`src/rtl/cantmc_pkg.sv`:
```
// package for the can transceiver mode control block
package cantmc_pkg;
	// transceiver mode encodings as seen by software
	typedef enum logic [1:0] {
		CANTMC_MODE_OFF = 2'h0,
		CANTMC_MODE_WAKE = 2'h1,
		CANTMC_MODE_NORMAL = 2'h2,
		CANTMC_MODE_RXONLY = 2'h3
	} cantmc_mode_type;
	// chip operating modes
	typedef enum logic [2:0] {
		CANTMC_CHIP_NORMAL = 3'h0,
		CANTMC_CHIP_STOP = 3'h1,
		CANTMC_CHIP_SLEEP = 3'h2,
		CANTMC_CHIP_RESTART = 3'h3,
		CANTMC_CHIP_FAILSAFE = 3'h4
	} cantmc_chip_type;
	// mode request from the serial interface
	typedef struct packed {
		logic valid;
		cantmc_mode_type mode;
	} cantmc_req_type;
	// enable time in ns and derived cycle count at 200 MHz
	localparam int CANTMC_CLK_MHZ = 200;
	localparam int CANTMC_EN_TIME_NS = 1000;
	localparam int CANTMC_EN_CYCLES =
		(CANTMC_EN_TIME_NS * CANTMC_CLK_MHZ + 999) / 1000;
	// wake pattern phase limits in ns
	localparam int CANTMC_WAKE1_NS = 500;
	localparam int CANTMC_WAKE2_NS = 1000000;
	localparam int CANTMC_WAKE1_CYC =
		(CANTMC_WAKE1_NS * CANTMC_CLK_MHZ + 999) / 1000;
	localparam int CANTMC_WAKE2_CYC = CANTMC_WAKE2_NS / 1000 * CANTMC_CLK_MHZ;
	localparam int CANTMC_FIFO_DEPTH = 16;
	localparam int CANTMC_FIFO_WIDTH = 1;
endpackage

```
`src/rtl/cantmc_fifo.sv`:
```
// parameterised valid/ready fifo
`timescale 1ns/100ps
module cantmc_fifo #(
	parameter int WIDTH = 1,
	parameter int DEPTH = 16
) (
	input wire logic clk, // clock
	input wire logic nrst, // async reset, active low
	input wire logic in_valid, // write request
	output logic in_ready, // space available
	input wire logic [WIDTH-1:0] in_data, // write data
	output logic out_valid, // data available
	input wire logic out_ready, // read accept
	output logic [WIDTH-1:0] out_data // read data
);
	localparam int AW = $clog2(DEPTH);
	logic [WIDTH-1:0] mem_q [DEPTH];
	logic [AW-1:0] wr_q;
	logic [AW-1:0] rd_q;
	logic [AW:0] cnt_q;
	logic do_wr;
	logic do_rd;

	// =========================================
	// flags
	assign in_ready = (cnt_q != (AW+1)'(DEPTH));
	assign out_valid = (cnt_q != '0);
	assign do_wr = in_valid && in_ready;
	assign do_rd = out_valid && out_ready;
	assign out_data = mem_q[rd_q];

	// storage, no reset needed on data
	always_ff @(posedge clk) begin
		if (do_wr) begin
			mem_q[wr_q] <= in_data;
		end
	end

	// pointers and fill count
	always_ff @(posedge clk or negedge nrst) begin
		if (!nrst) begin
			wr_q <= '0;
			rd_q <= '0;
			cnt_q <= '0;
		end else begin
			if (do_wr) begin
				wr_q <= (wr_q == AW'(DEPTH-1)) ? '0 : wr_q + 1'b1;
			end
			if (do_rd) begin
				rd_q <= (rd_q == AW'(DEPTH-1)) ? '0 : rd_q + 1'b1;
			end
			if (do_wr && !do_rd) begin
				cnt_q <= cnt_q + 1'b1;
			end else if (do_rd && !do_wr) begin
				cnt_q <= cnt_q - 1'b1;
			end
		end
	end
endmodule

```
`src/rtl/cantmc_core.sv`:
```
// transceiver mode control, transmit gating, receive and wake logic
// =========================================
// Function
// - after reset the transceiver mode is Off until software changes it or the chip enters fail-safe
// - Off may be selected in every chip mode except fail-safe and stops all activity
// - in Off mode bus wake patterns are ignored entirely
// - Normal mode only by command and only in chip Normal mode
// - a dominant begun before delay end is never driven onto bus
// - after delay, Normal mode copies transmit input onto bus
// - in Normal and receive-only mode the received bus state appears on the receive output
// - Wake Capable mode detects a bus wake pattern and reports it
// - receive-only mode receives but never transmits
// - paths support bit rates up to 2 Mbaud
// - fd tolerant behaviour is provided by the physical layer
// - receive-only allowed in chip Normal or Stop mode
// - after wake, receive output held low until a mode change or a chip change into stop, sleep or fail-safe
// - after wake mode stays Wake Capable; rearm by mode change or chip change into stop, sleep or fail-safe
`timescale 1ns/100ps
module cantmc_core import cantmc_pkg::*; #(
	parameter int EN_CYCLES = CANTMC_EN_CYCLES,
	parameter int WAKE1_CYC = CANTMC_WAKE1_CYC,
	parameter int WAKE2_CYC = CANTMC_WAKE2_CYC,
	parameter int FIFO_DEPTH = CANTMC_FIFO_DEPTH
) (
	input wire logic clk, // 200 MHz clock
	input wire logic nrst, // async reset, active low
	input wire cantmc_chip_type chip_mode, // chip operating mode
	input wire cantmc_req_type mode_req, // mode request pulse
	output logic mode_req_refused, // request rejected, pulse
	output cantmc_mode_type mode_status, // current transceiver mode
	output logic wake_event, // wake detected, one pulse
	output logic woken, // wake latched level
	output logic tx_enabled, // enable delay elapsed
	input wire logic can_tx_input, // from protocol controller
	output logic can_rx_output, // to protocol controller
	input wire logic bus_dominant, // receiver comparator level
	output logic bus_drive_dom, // driver: drive dominant
	output logic bus_driver_en, // driver stage enabled
	output logic bus_rx_en, // receiver enabled
	output logic rx_valid, // buffered bus sample valid
	input wire logic rx_ready, // buffered sample taken
	output logic rx_data, // buffered bus sample, 1 = dominant
	output logic rx_overflow // sample lost, pulse
);
	localparam int CW = $clog2(WAKE2_CYC + 1);
	localparam int EW = $clog2(EN_CYCLES + 1);
	cantmc_mode_type mode_q;
	cantmc_chip_type chip_q;
	logic [EW-1:0] en_cnt_q;
	logic armed_q;
	logic woken_q;
	logic refused_q;
	logic wake_q;
	logic gate_q;
	logic drive_q;
	logic rx_q;
	logic ovf_q;
	logic [1:0] wph_q;
	logic [CW-1:0] wcnt_q;
	logic bus_q;
	logic accept;
	logic allowed;
	logic rearm;
	logic in_ready;

	// =========================================
	// mode selection
	always_comb begin
		unique case (mode_req.mode)
			CANTMC_MODE_OFF: allowed = 1'b1;
			CANTMC_MODE_NORMAL: allowed = (chip_mode == CANTMC_CHIP_NORMAL);
			CANTMC_MODE_RXONLY: allowed = (chip_mode == CANTMC_CHIP_NORMAL) ||
				(chip_mode == CANTMC_CHIP_STOP);
			CANTMC_MODE_WAKE: allowed = 1'b1;
		endcase
	end
	assign accept = mode_req.valid && allowed;
	// entering stop, sleep or fail-safe rearms wake
	assign rearm = (chip_mode != chip_q) && ((chip_mode == CANTMC_CHIP_STOP) ||
		(chip_mode == CANTMC_CHIP_SLEEP) || (chip_mode == CANTMC_CHIP_FAILSAFE));

	// mode register; fail-safe forces wake capable
	always_ff @(posedge clk or negedge nrst) begin
		if (!nrst) begin
			mode_q <= CANTMC_MODE_OFF;
			chip_q <= CANTMC_CHIP_NORMAL;
			refused_q <= 1'b0;
		end else begin
			chip_q <= chip_mode;
			refused_q <= mode_req.valid && !allowed;
			// an accepted request beats the automatic drop out of normal,
			// so off stays selectable in the very cycle the chip mode moves, except a move into fail-safe
			if (chip_mode == CANTMC_CHIP_FAILSAFE) begin
				mode_q <= CANTMC_MODE_WAKE;
			end else if (accept) begin
				mode_q <= mode_req.mode;
			end else if (mode_q == CANTMC_MODE_NORMAL &&
				chip_mode != CANTMC_CHIP_NORMAL) begin
				mode_q <= CANTMC_MODE_WAKE; // normal leaves with the chip mode
			end
		end
	end

	// =========================================
	// enable delay timer, restarts on every normal entry
	always_ff @(posedge clk or negedge nrst) begin
		if (!nrst) begin
			en_cnt_q <= '0;
		end else if (mode_q != CANTMC_MODE_NORMAL ||
			(accept && mode_req.mode == CANTMC_MODE_NORMAL)) begin
			en_cnt_q <= '0;
		end else if (en_cnt_q != EW'(EN_CYCLES)) begin
			en_cnt_q <= en_cnt_q + 1'b1;
		end
	end
	assign tx_enabled = (mode_q == CANTMC_MODE_NORMAL) &&
		(en_cnt_q == EW'(EN_CYCLES));

	// transmit gating: a low running across the delay end stays blocked
	// until the input has gone recessive once, so no truncated bit leaks
	always_ff @(posedge clk or negedge nrst) begin
		if (!nrst) begin
			gate_q <= 1'b0;
			drive_q <= 1'b0;
		end else begin
			if (!tx_enabled) begin
				gate_q <= 1'b0;
			end else if (can_tx_input) begin
				gate_q <= 1'b1; // open for every later dominant bit until enable drops
			end
			drive_q <= tx_enabled && gate_q && !can_tx_input;
		end
	end
	assign bus_drive_dom = drive_q;
	assign bus_driver_en = tx_enabled; // driver off outside normal
	assign bus_rx_en = (mode_q == CANTMC_MODE_NORMAL) ||
		(mode_q == CANTMC_MODE_RXONLY);

	// =========================================
	// wake pattern: dom, rec, dom phases each within the two limits
	always_ff @(posedge clk or negedge nrst) begin
		if (!nrst) begin
			bus_q <= 1'b0;
			wph_q <= 2'h0;
			wcnt_q <= '0;
			wake_q <= 1'b0;
		end else begin
			bus_q <= bus_dominant;
			wake_q <= 1'b0;
			if (mode_q != CANTMC_MODE_WAKE || !armed_q || woken_q) begin
				wph_q <= 2'h0; // off mode never detects
				wcnt_q <= '0;
			end else if (bus_q != bus_dominant) begin
				// phase ends on an edge; check its length
				wcnt_q <= '0;
				if (wcnt_q >= CW'(WAKE1_CYC) && wcnt_q < CW'(WAKE2_CYC) &&
					bus_q == (wph_q != 2'h1)) begin
					if (wph_q == 2'h2) begin
						wake_q <= 1'b1;
						wph_q <= 2'h0;
					end else begin
						wph_q <= wph_q + 1'b1;
					end
				end else begin
					wph_q <= 2'h0;
				end
			end else if (wcnt_q != CW'(WAKE2_CYC)) begin
				wcnt_q <= wcnt_q + 1'b1;
			end else begin
				wph_q <= 2'h0; // phase too long
			end
		end
	end

	// wake latch and arming
	always_ff @(posedge clk or negedge nrst) begin
		if (!nrst) begin
			woken_q <= 1'b0;
			armed_q <= 1'b1;
		end else if (wake_q) begin
			woken_q <= 1'b1;
			armed_q <= 1'b0;
		end else if (rearm || (accept && mode_req.mode != CANTMC_MODE_WAKE) ||
			mode_q != CANTMC_MODE_WAKE) begin
			woken_q <= 1'b0;
			armed_q <= 1'b1;
		end
	end

	// =========================================
	// receive path; woken forces low
	always_ff @(posedge clk or negedge nrst) begin
		if (!nrst) begin
			rx_q <= 1'b1;
		end else if (woken_q && mode_q == CANTMC_MODE_WAKE) begin
			rx_q <= 1'b0;
		end else if (bus_rx_en) begin
			rx_q <= !bus_dominant;
		end else begin
			rx_q <= 1'b1;
		end
	end

	// sample buffer; overflow flags lost samples when drain stalls
	cantmc_fifo #(.WIDTH(CANTMC_FIFO_WIDTH), .DEPTH(FIFO_DEPTH)) u_fifo (
		.clk(clk),
		.nrst(nrst),
		.in_valid(bus_rx_en),
		.in_ready(in_ready),
		.in_data(bus_dominant),
		.out_valid(rx_valid),
		.out_ready(rx_ready),
		.out_data(rx_data)
	);
	always_ff @(posedge clk or negedge nrst) begin
		if (!nrst) begin
			ovf_q <= 1'b0;
		end else begin
			ovf_q <= bus_rx_en && !in_ready;
		end
	end

	assign can_rx_output = rx_q;
	assign mode_status = mode_q; // reads wake while woken
	assign mode_req_refused = refused_q;
	assign wake_event = wake_q;
	assign woken = woken_q;
	assign rx_overflow = ovf_q;
endmodule

```
`config.mk`:
```
export PLATFORM = sky130hd
export DESIGN_NAME = cantmc_core
export DESIGN_NICKNAME = d
export VERILOG_FILES = /design/src/rtl/cantmc_pkg.sv /design/src/rtl/cantmc_fifo.sv /design/src/rtl/cantmc_core.sv
export SDC_FILE = /design/constraint.sdc
export NUM_CORES = 1
export LEC_CHECK = 0
export BUFFER_PORTS_ARGS = -buffer_cell sky130_fd_sc_hd__buf_2
export CAP_MARGIN = 10
export CELL_PAD_IN_SITES_DETAIL_PLACEMENT = 1
export CELL_PAD_IN_SITES_GLOBAL_PLACEMENT = 1
export CORE_MARGIN = 8
export CORE_UTILIZATION = 48
export DETAILED_ROUTE_END_ITERATION = 8
export PLACE_DENSITY = 0.86
export SLEW_MARGIN = 5
export SYNTH_ARGS = -nofsm -noshare
export SYNTH_HDL_FRONTEND = slang
export SYNTH_SLANG_ARGS = --single-unit
```
`constraint.sdc`:
```
create_clock -name clk -period 2.99 [get_ports clk]
set_input_delay 0.1495 -clock clk [delete_from_list [all_inputs] [get_ports clk]]
set_output_delay 0.1495 -clock clk [all_outputs]
set_load 0.02 [all_outputs]
```
=== Yosys cells after proc, flatten, opt, wreduce, memory -nomap -nowiden ===
Memory sizes are Yosys's and may differ from the RTL's.
Index checks and enable logic that the tools add are counted.

* Memories kept: 1
* Bits in writable memories: 16
* Output and inout port bits: 13
* Register bits: 55

* Magnitude comparators: 2
* Equal/unequal tests: 25
* Mux-type cells: 32
* $add $sub $neg: 7
* Reduce and logical (&&, ||, !) cells: 43

{| class="wikitable"
|+ Memories
! memory !! depth !! bits a word !! read ports !! clocked after Yosys merged registers in !! wr ports !! line !! source
|-
| u_fifo.mem_q || 16 || 1 || 1 || 0 || 1 || cantmc_fifo.sv:17 || <nowiki>logic [WIDTH-1:0] mem_q [DEPTH];</nowiki>
|}

{| class="wikitable"
|+ Operators by type and width
! cell !! number
|-
| $mux 18 || 3
|-
| $add 18x1->18 const B || 1
|-
| $ge 18x7->1 const B || 1
|-
| $lt 18x18->1 const B || 1
|-
| $ne 18x18->1 const B || 1
|-
| $logic_and 1x1->1 || 17
|-
| $mux 2 || 8
|-
| $mux 8 || 2
|-
| $mux 1 || 14
|-
| $eq 2x2->1 const B || 5
|-
| $mux 5 || 2
|-
| $logic_or 1x1->1 || 9
|-
| $reduce_bool 3->1 || 3
|-
| $add 4x1->4 const B || 2
|-
| $add 8x1->8 const B || 1
|-
| $eq 4x4->1 const B || 2
|-
| $eq 8x8->1 const B || 1
|-
| $mux 4 || 2
|-
| $ne 2x1->1 const B || 4
|-
| $ne 8x8->1 const B || 1
|-
| $logic_not 1->1 || 7
|-
| $reduce_bool 2->1 || 3
|-
| $add 5x1->5 const B || 1
|-
| $ne 5x5->1 const B || 1
|-
| other kinds (16) || 17
|}

=== Longest topological paths before layout ===
* Depth after elaboration: 9
* Mapped depth: 10
* Depth with buffers taken out: 9

=== Modules after synthesis ===
Synthesis repeated with hierarchy kept, for this count alone.

* Cells, all modules: 342
* Area total of the unflattened synthesis: 3641.0 µm²

{| class="wikitable"
|+ By module, submodules not included
! module !! area each (µm²) !! times used !! cells each
|-
| cantmc_core || 2142.1 || 1 || 216
|-
| cantmc_fifo || 1498.9 || 1 || 126
|}

=== Worst setup path before layout ===
OpenSTA, ideal clock, no wires.

* Path kind: reg2reg
* From: register u_fifo.cnt_q[0]
* To: register u_fifo.cnt_q[4]
* Arrival: 2.580 ns
* Cell stages (with the launch flop): 10
* Setup slack: 0.330 ns
* Required time: 2.910 ns
* Path through: dfrtp_1 > or4_1 > o21ai_1 > ha_1 > inv_1 > fa_1 > a21o_1 > a21oi_1 > mux2i_1 > xnor2_1

* Cells in the longest elaborated chain, start to end: 5
* Elaborated cells between the ends (all ways): 13
* Those cells by class: add/sub (2); eq/ne (1); mux (2); reduce/logical (8)

{| class="wikitable"
|+ Ends and longest elaborated chain
! what !! line !! source
|-
| start: declaration || cantmc_fifo.sv:20 || <nowiki>logic [AW:0] cnt_q;</nowiki>
|-
| start signal: assignment || cantmc_fifo.sv:53 || <nowiki>cnt_q <= cnt_q + 1'b1;</nowiki>
|-
| start signal: assignment || cantmc_fifo.sv:55 || <nowiki>cnt_q <= cnt_q - 1'b1;</nowiki>
|-
| branches (longest 5 deep; another with $sub 5x1->5) || n/a ||
|}

Parallel ways; which one is timed is not known. The select of a mux whose other input is x is not followed.
A chain may end at the register's enable or synchronous reset.

=== Worst setup path after layout ===
Same ends and word-level chain as after synthesis.

==> flow_summary.toml <==
[global_routing]
grt_use_met1_pct = 20.78
grtUsageTotal_pct = 17.58
top_usage_layer = "met2"
grt-ovfl-total = 0
grt_pass1_wl_um = 14310
grt_pass1_vias = 2942
grt_max_degree = 35
use_met2_pct = 29.72
grt_antenna_before_repair = 0
use_met3_pct = 4.659

[run_status]
outcome = "finished, final reports clean"

[layout]
design_area_um2 = 4059
final_common_cell = "dfrtp_1"
diodes = 0
most-common-layout-cells = "dfrtp_1 (53), nor2_1 (39), buf_2 (23), nand2_1 (20), xor2_1 (17)"
area_delta_synth_final_pct = 12.87
drive_gt1_share_pct = 14.10
fill_cells = 837
finalNetCount = 396

[run]
drv_cap = 0

[floorplanning]
io_pins = 24
rows = 31
start_util_pct = 49.58
coreArea_um2 = 7253
die_area_um2 = 10520
fp.dieH_um = 102.6
dieWidth_um = 102.6

[synth]
netlist_area_um2 = 3596
async_flop_share_pct = 77.46
synth_ff_type = "dfrtp_1"
avgSynthCellArea_um2 = 10.55
synth_xor_area_share_pct = 5.358
synth_cells = 341
synthAdderAreaFrac_pct = 5.080
synth_top_family_by_area = "simple AND/OR/NAND/NOR gates"
ys_types = 55
syn_nets = 366
synth-simple-area-share_pct = 19.55
synthMuxAreaShare_pct = 3.549
synth_edf_count = 16
synth.yosys.seq_area_share_pct = 51.70
ys_warn_count = 0
synth-compound-area-share_pct = 12.00
ys_ff_latch = 71

[timing]
final.min_clock_period_ns = 2.819
fmax_mhz = 354.8
setup_viol_count_final = 0
skew_ns = 0.01063
worst_slack_ns = 0.1712
max_slew.worst_pin.slew_ns = 0.8378
hold_viol = 0
setup_tns_ns = 0
drv_slew = 0
slew_headroom_pct = 43.63
rsz0062_at_grt = "no"
timing.final.crit_share_pct = 94.27

[pwr]
intPower_mw = 1.910
netSwitchingPower_mw = 0.9619
power.density_nw_per_um2 = 707.5
p_seq_share_pct = 44.9
sw_frac_of_total_pct = 33.49
clkPwrFrac_pct = 29.3
vdd_drop_max_mv = 0.2683
combPwrFrac_pct = 25.8
p_leak_nw = 1.731

[hold_path]
min_to = "gate_q$_DFFE_PN0P_"
hold_start = "can_tx_input"
min_delay_path_depth = 2
hold_class = "in2reg"

[setup_path]
worst_r2r_path_depth = 9
critPathRequiredTime_ns = 3.27
rr_endpoint = "u_fifo.cnt_q[4]$_DFFE_PN0P_"
critPathSlowestCell = "or4_1"
endpoint_kind = "flip-flop"
worstSetupStartpointType = "flip-flop"
cp_num_buf_inv = 1
cpPeakStageDelay_ns = 0.56
r2r_start = "u_fifo.cnt_q[0]$_DFFE_PN0P_"
path_cells = "or4_1 -> o21ai_1 -> ha_1 -> inv_1 -> fa_1 -> a21o_1 -> a21oi_1 -> mux2i_1 -> xnor2_1"
path_delay_family = "adder cells"
cp.arrival_ns = 3.10
reg2reg_slack_ns = 0.17
worst-setup-path-type = "reg2reg"
cp_max_fo = 5

[drt]
postRouteAntennaNets = 0
dr.first_iter.drc_count = 110
drc = 0
routedWlPerCell_um = 17.58
drt_first_pass_iters = 4
wirelength_um = 8352
dr_total_vias = 2727
avgViaCountPerCell = 5.741

[cts]
clock-sinks = 71
path_clk_slew_ns = 0.08
htree_levels = 3
clockBufferDepth = 2
cts_resized = 0
post_cts_buffers = 0
cts-root-buf = "clkbuf_8"
cts-buffers-inserted = 9
cts_tree = "done"
insertion_delay_ns = 0.35

[placement]
numPortBuffers = 23
pre_cts_ws_ns = 0.1947
gp_congestion = 0.7651
dpl-instance-area_um2 = 3807
hpwl_um = 5839
-- worst max path at each step --
stage,to,cells after the start,startpoint,slack [ns]
2_1_floorplan,u_fifo.cnt_q[4]$_DFFE_PN0P_,9,u_fifo.cnt_q[0]$_DFFE_PN0P_,0.33
3_3_place_gp,u_fifo.cnt_q[4]$_DFFE_PN0P_,9,u_fifo.cnt_q[0]$_DFFE_PN0P_,0.38
3_5_place_dp,u_fifo.cnt_q[4]$_DFFE_PN0P_,9,u_fifo.cnt_q[0]$_DFFE_PN0P_,0.19
4_1_cts,u_fifo.cnt_q[4]$_DFFE_PN0P_,9,u_fifo.cnt_q[0]$_DFFE_PN0P_,0.15
5_1_grt,u_fifo.cnt_q[4]$_DFFE_PN0P_,9,u_fifo.cnt_q[0]$_DFFE_PN0P_,0.02
6_report,u_fifo.cnt_q[4]$_DFFE_PN0P_,9,u_fifo.cnt_q[0]$_DFFE_PN0P_,0.17
-- area by class of cell --
class	count	area, µm²	share of cell area [%]
clock inverters	7	87.58	2.158
well taps	99	123.9	3.052
inverters	11	41.29	1.017
multi-input cells	247	1638	40.35
flip-flops and latches	71	1859	45.81
repair buffers	31	185.2	4.562
clock buffers	9	123.9	3.052
-- power groups by stage --
| stage | clock network [mW] | logic [mW] | registers [mW] |
|---|---|---|---|
| after floorplan | 0 | 0.587 | 1.22 |
| after global placement | 0 | 0.685 | 1.29 |
| after detailed placement | 0 | 0.733 | 1.31 |
| after CTS | 0.856 | 0.752 | 1.29 |
| after global routing | 0.888 | 0.833 | 1.31 |
| final | 0.842 | 0.740 | 1.29 |
-- Yosys cell counts (2+ instances only) --
library cell	count	area share, %
o31ai_1	2	0.42
mux2i_1	6	1.7
and3_1	5	0.87
a221oi_1	3	0.73
clkbuf_1	7	0.73
nand2b_1	8	1.4
a21o_1	6	1.3
nor4_1	2	0.35
mux4_2	2	1.3
a32oi_1	2	0.49
buf_1	2	0.21
dfstp_2	2	1.5
dfrtp_1	53	37
a21oi_1	14	1.9
nor3_1	11	1.5
ha_1	13	4.5
a21boi_0	2	0.42
o21ai_0	14	1.9
or4_1	6	1.3
o211ai_1	6	1.3
or2_2	2	0.35
nand2_1	20	2.1
and2_1	2	0.35
mux2_2	2	0.63
and4_1	4	0.97
edfxtp_1	16	13
or3_1	5	0.87
nand3_1	16	2.2
xnor2_1	5	1.2
nor2_1	39	4.1
nand4_1	7	1.2
o21a_1	4	0.84
nor2b_1	3	0.52
a22oi_1	2	0.42
inv_1	11	1.1
xor2_1	17	4.1
o21ai_1	2	0.28
-- cell families after synthesis --
group,Yosys count
adders and majority gates,14
AOI/OAI and AO/OA,65
xor gates and xnor gates,22
and+or+nand+nor,136
muxes,10
DFF,71
buffers and inverters,23
-- worst reg2reg max path, cell delays in order, from the launching register on --
cell and delay [ns]:
dfrtp_1 0.45, or4_1 0.56, o21ai_1 0.22, ha_1 0.22
inv_1 0.13, fa_1 0.44, a21o_1 0.17, a21oi_1 0.19
mux2i_1 0.24, xnor2_1 0.13
-- what timing repair did --
| action | in CTS | in global routing |
|---|---|---|
| hold buffers | 4 | 0 |
| endpoints found under the hold margin | 35 | 0 |
| endpoints found under the setup margin | 0 | 0 |
-- state kept, by name, summed over array words and instances (netlist names), 2 cells and up --
signal        flops
chip_q            3
u_fifo.wr_q       4
wph_q             2
u_fifo.cnt_q      5
en_cnt_q          8
u_fifo.mem_q     16
wcnt_q           18
u_fifo.rd_q       4
mode_status       2
-- through the flow --
stage / power, mW / hold slack [ns] / cells / util [%]
finish: 2.872 / 0.01676 / 475 / 55.96
global route: 3.032 / 0.01562 / 475 / 55.96
CTS: 2.899 / 0.002545 / 475 / 55.96
detailed placement: 2.040 / 0.2737 / 455 / 52.49
global placement: 1.976 / 0.2518 / 455 / 52.49
floorplan: 1.810 / -0.1461 / 341 / -
-- per-layer routing --
metal	vias up	routed length, µm
met1	1385	3713
met5	-	0
met4	0	128
met2	38	4241
met3	14	268
li1	1290	-
Power figures use the tool's default switching activity.
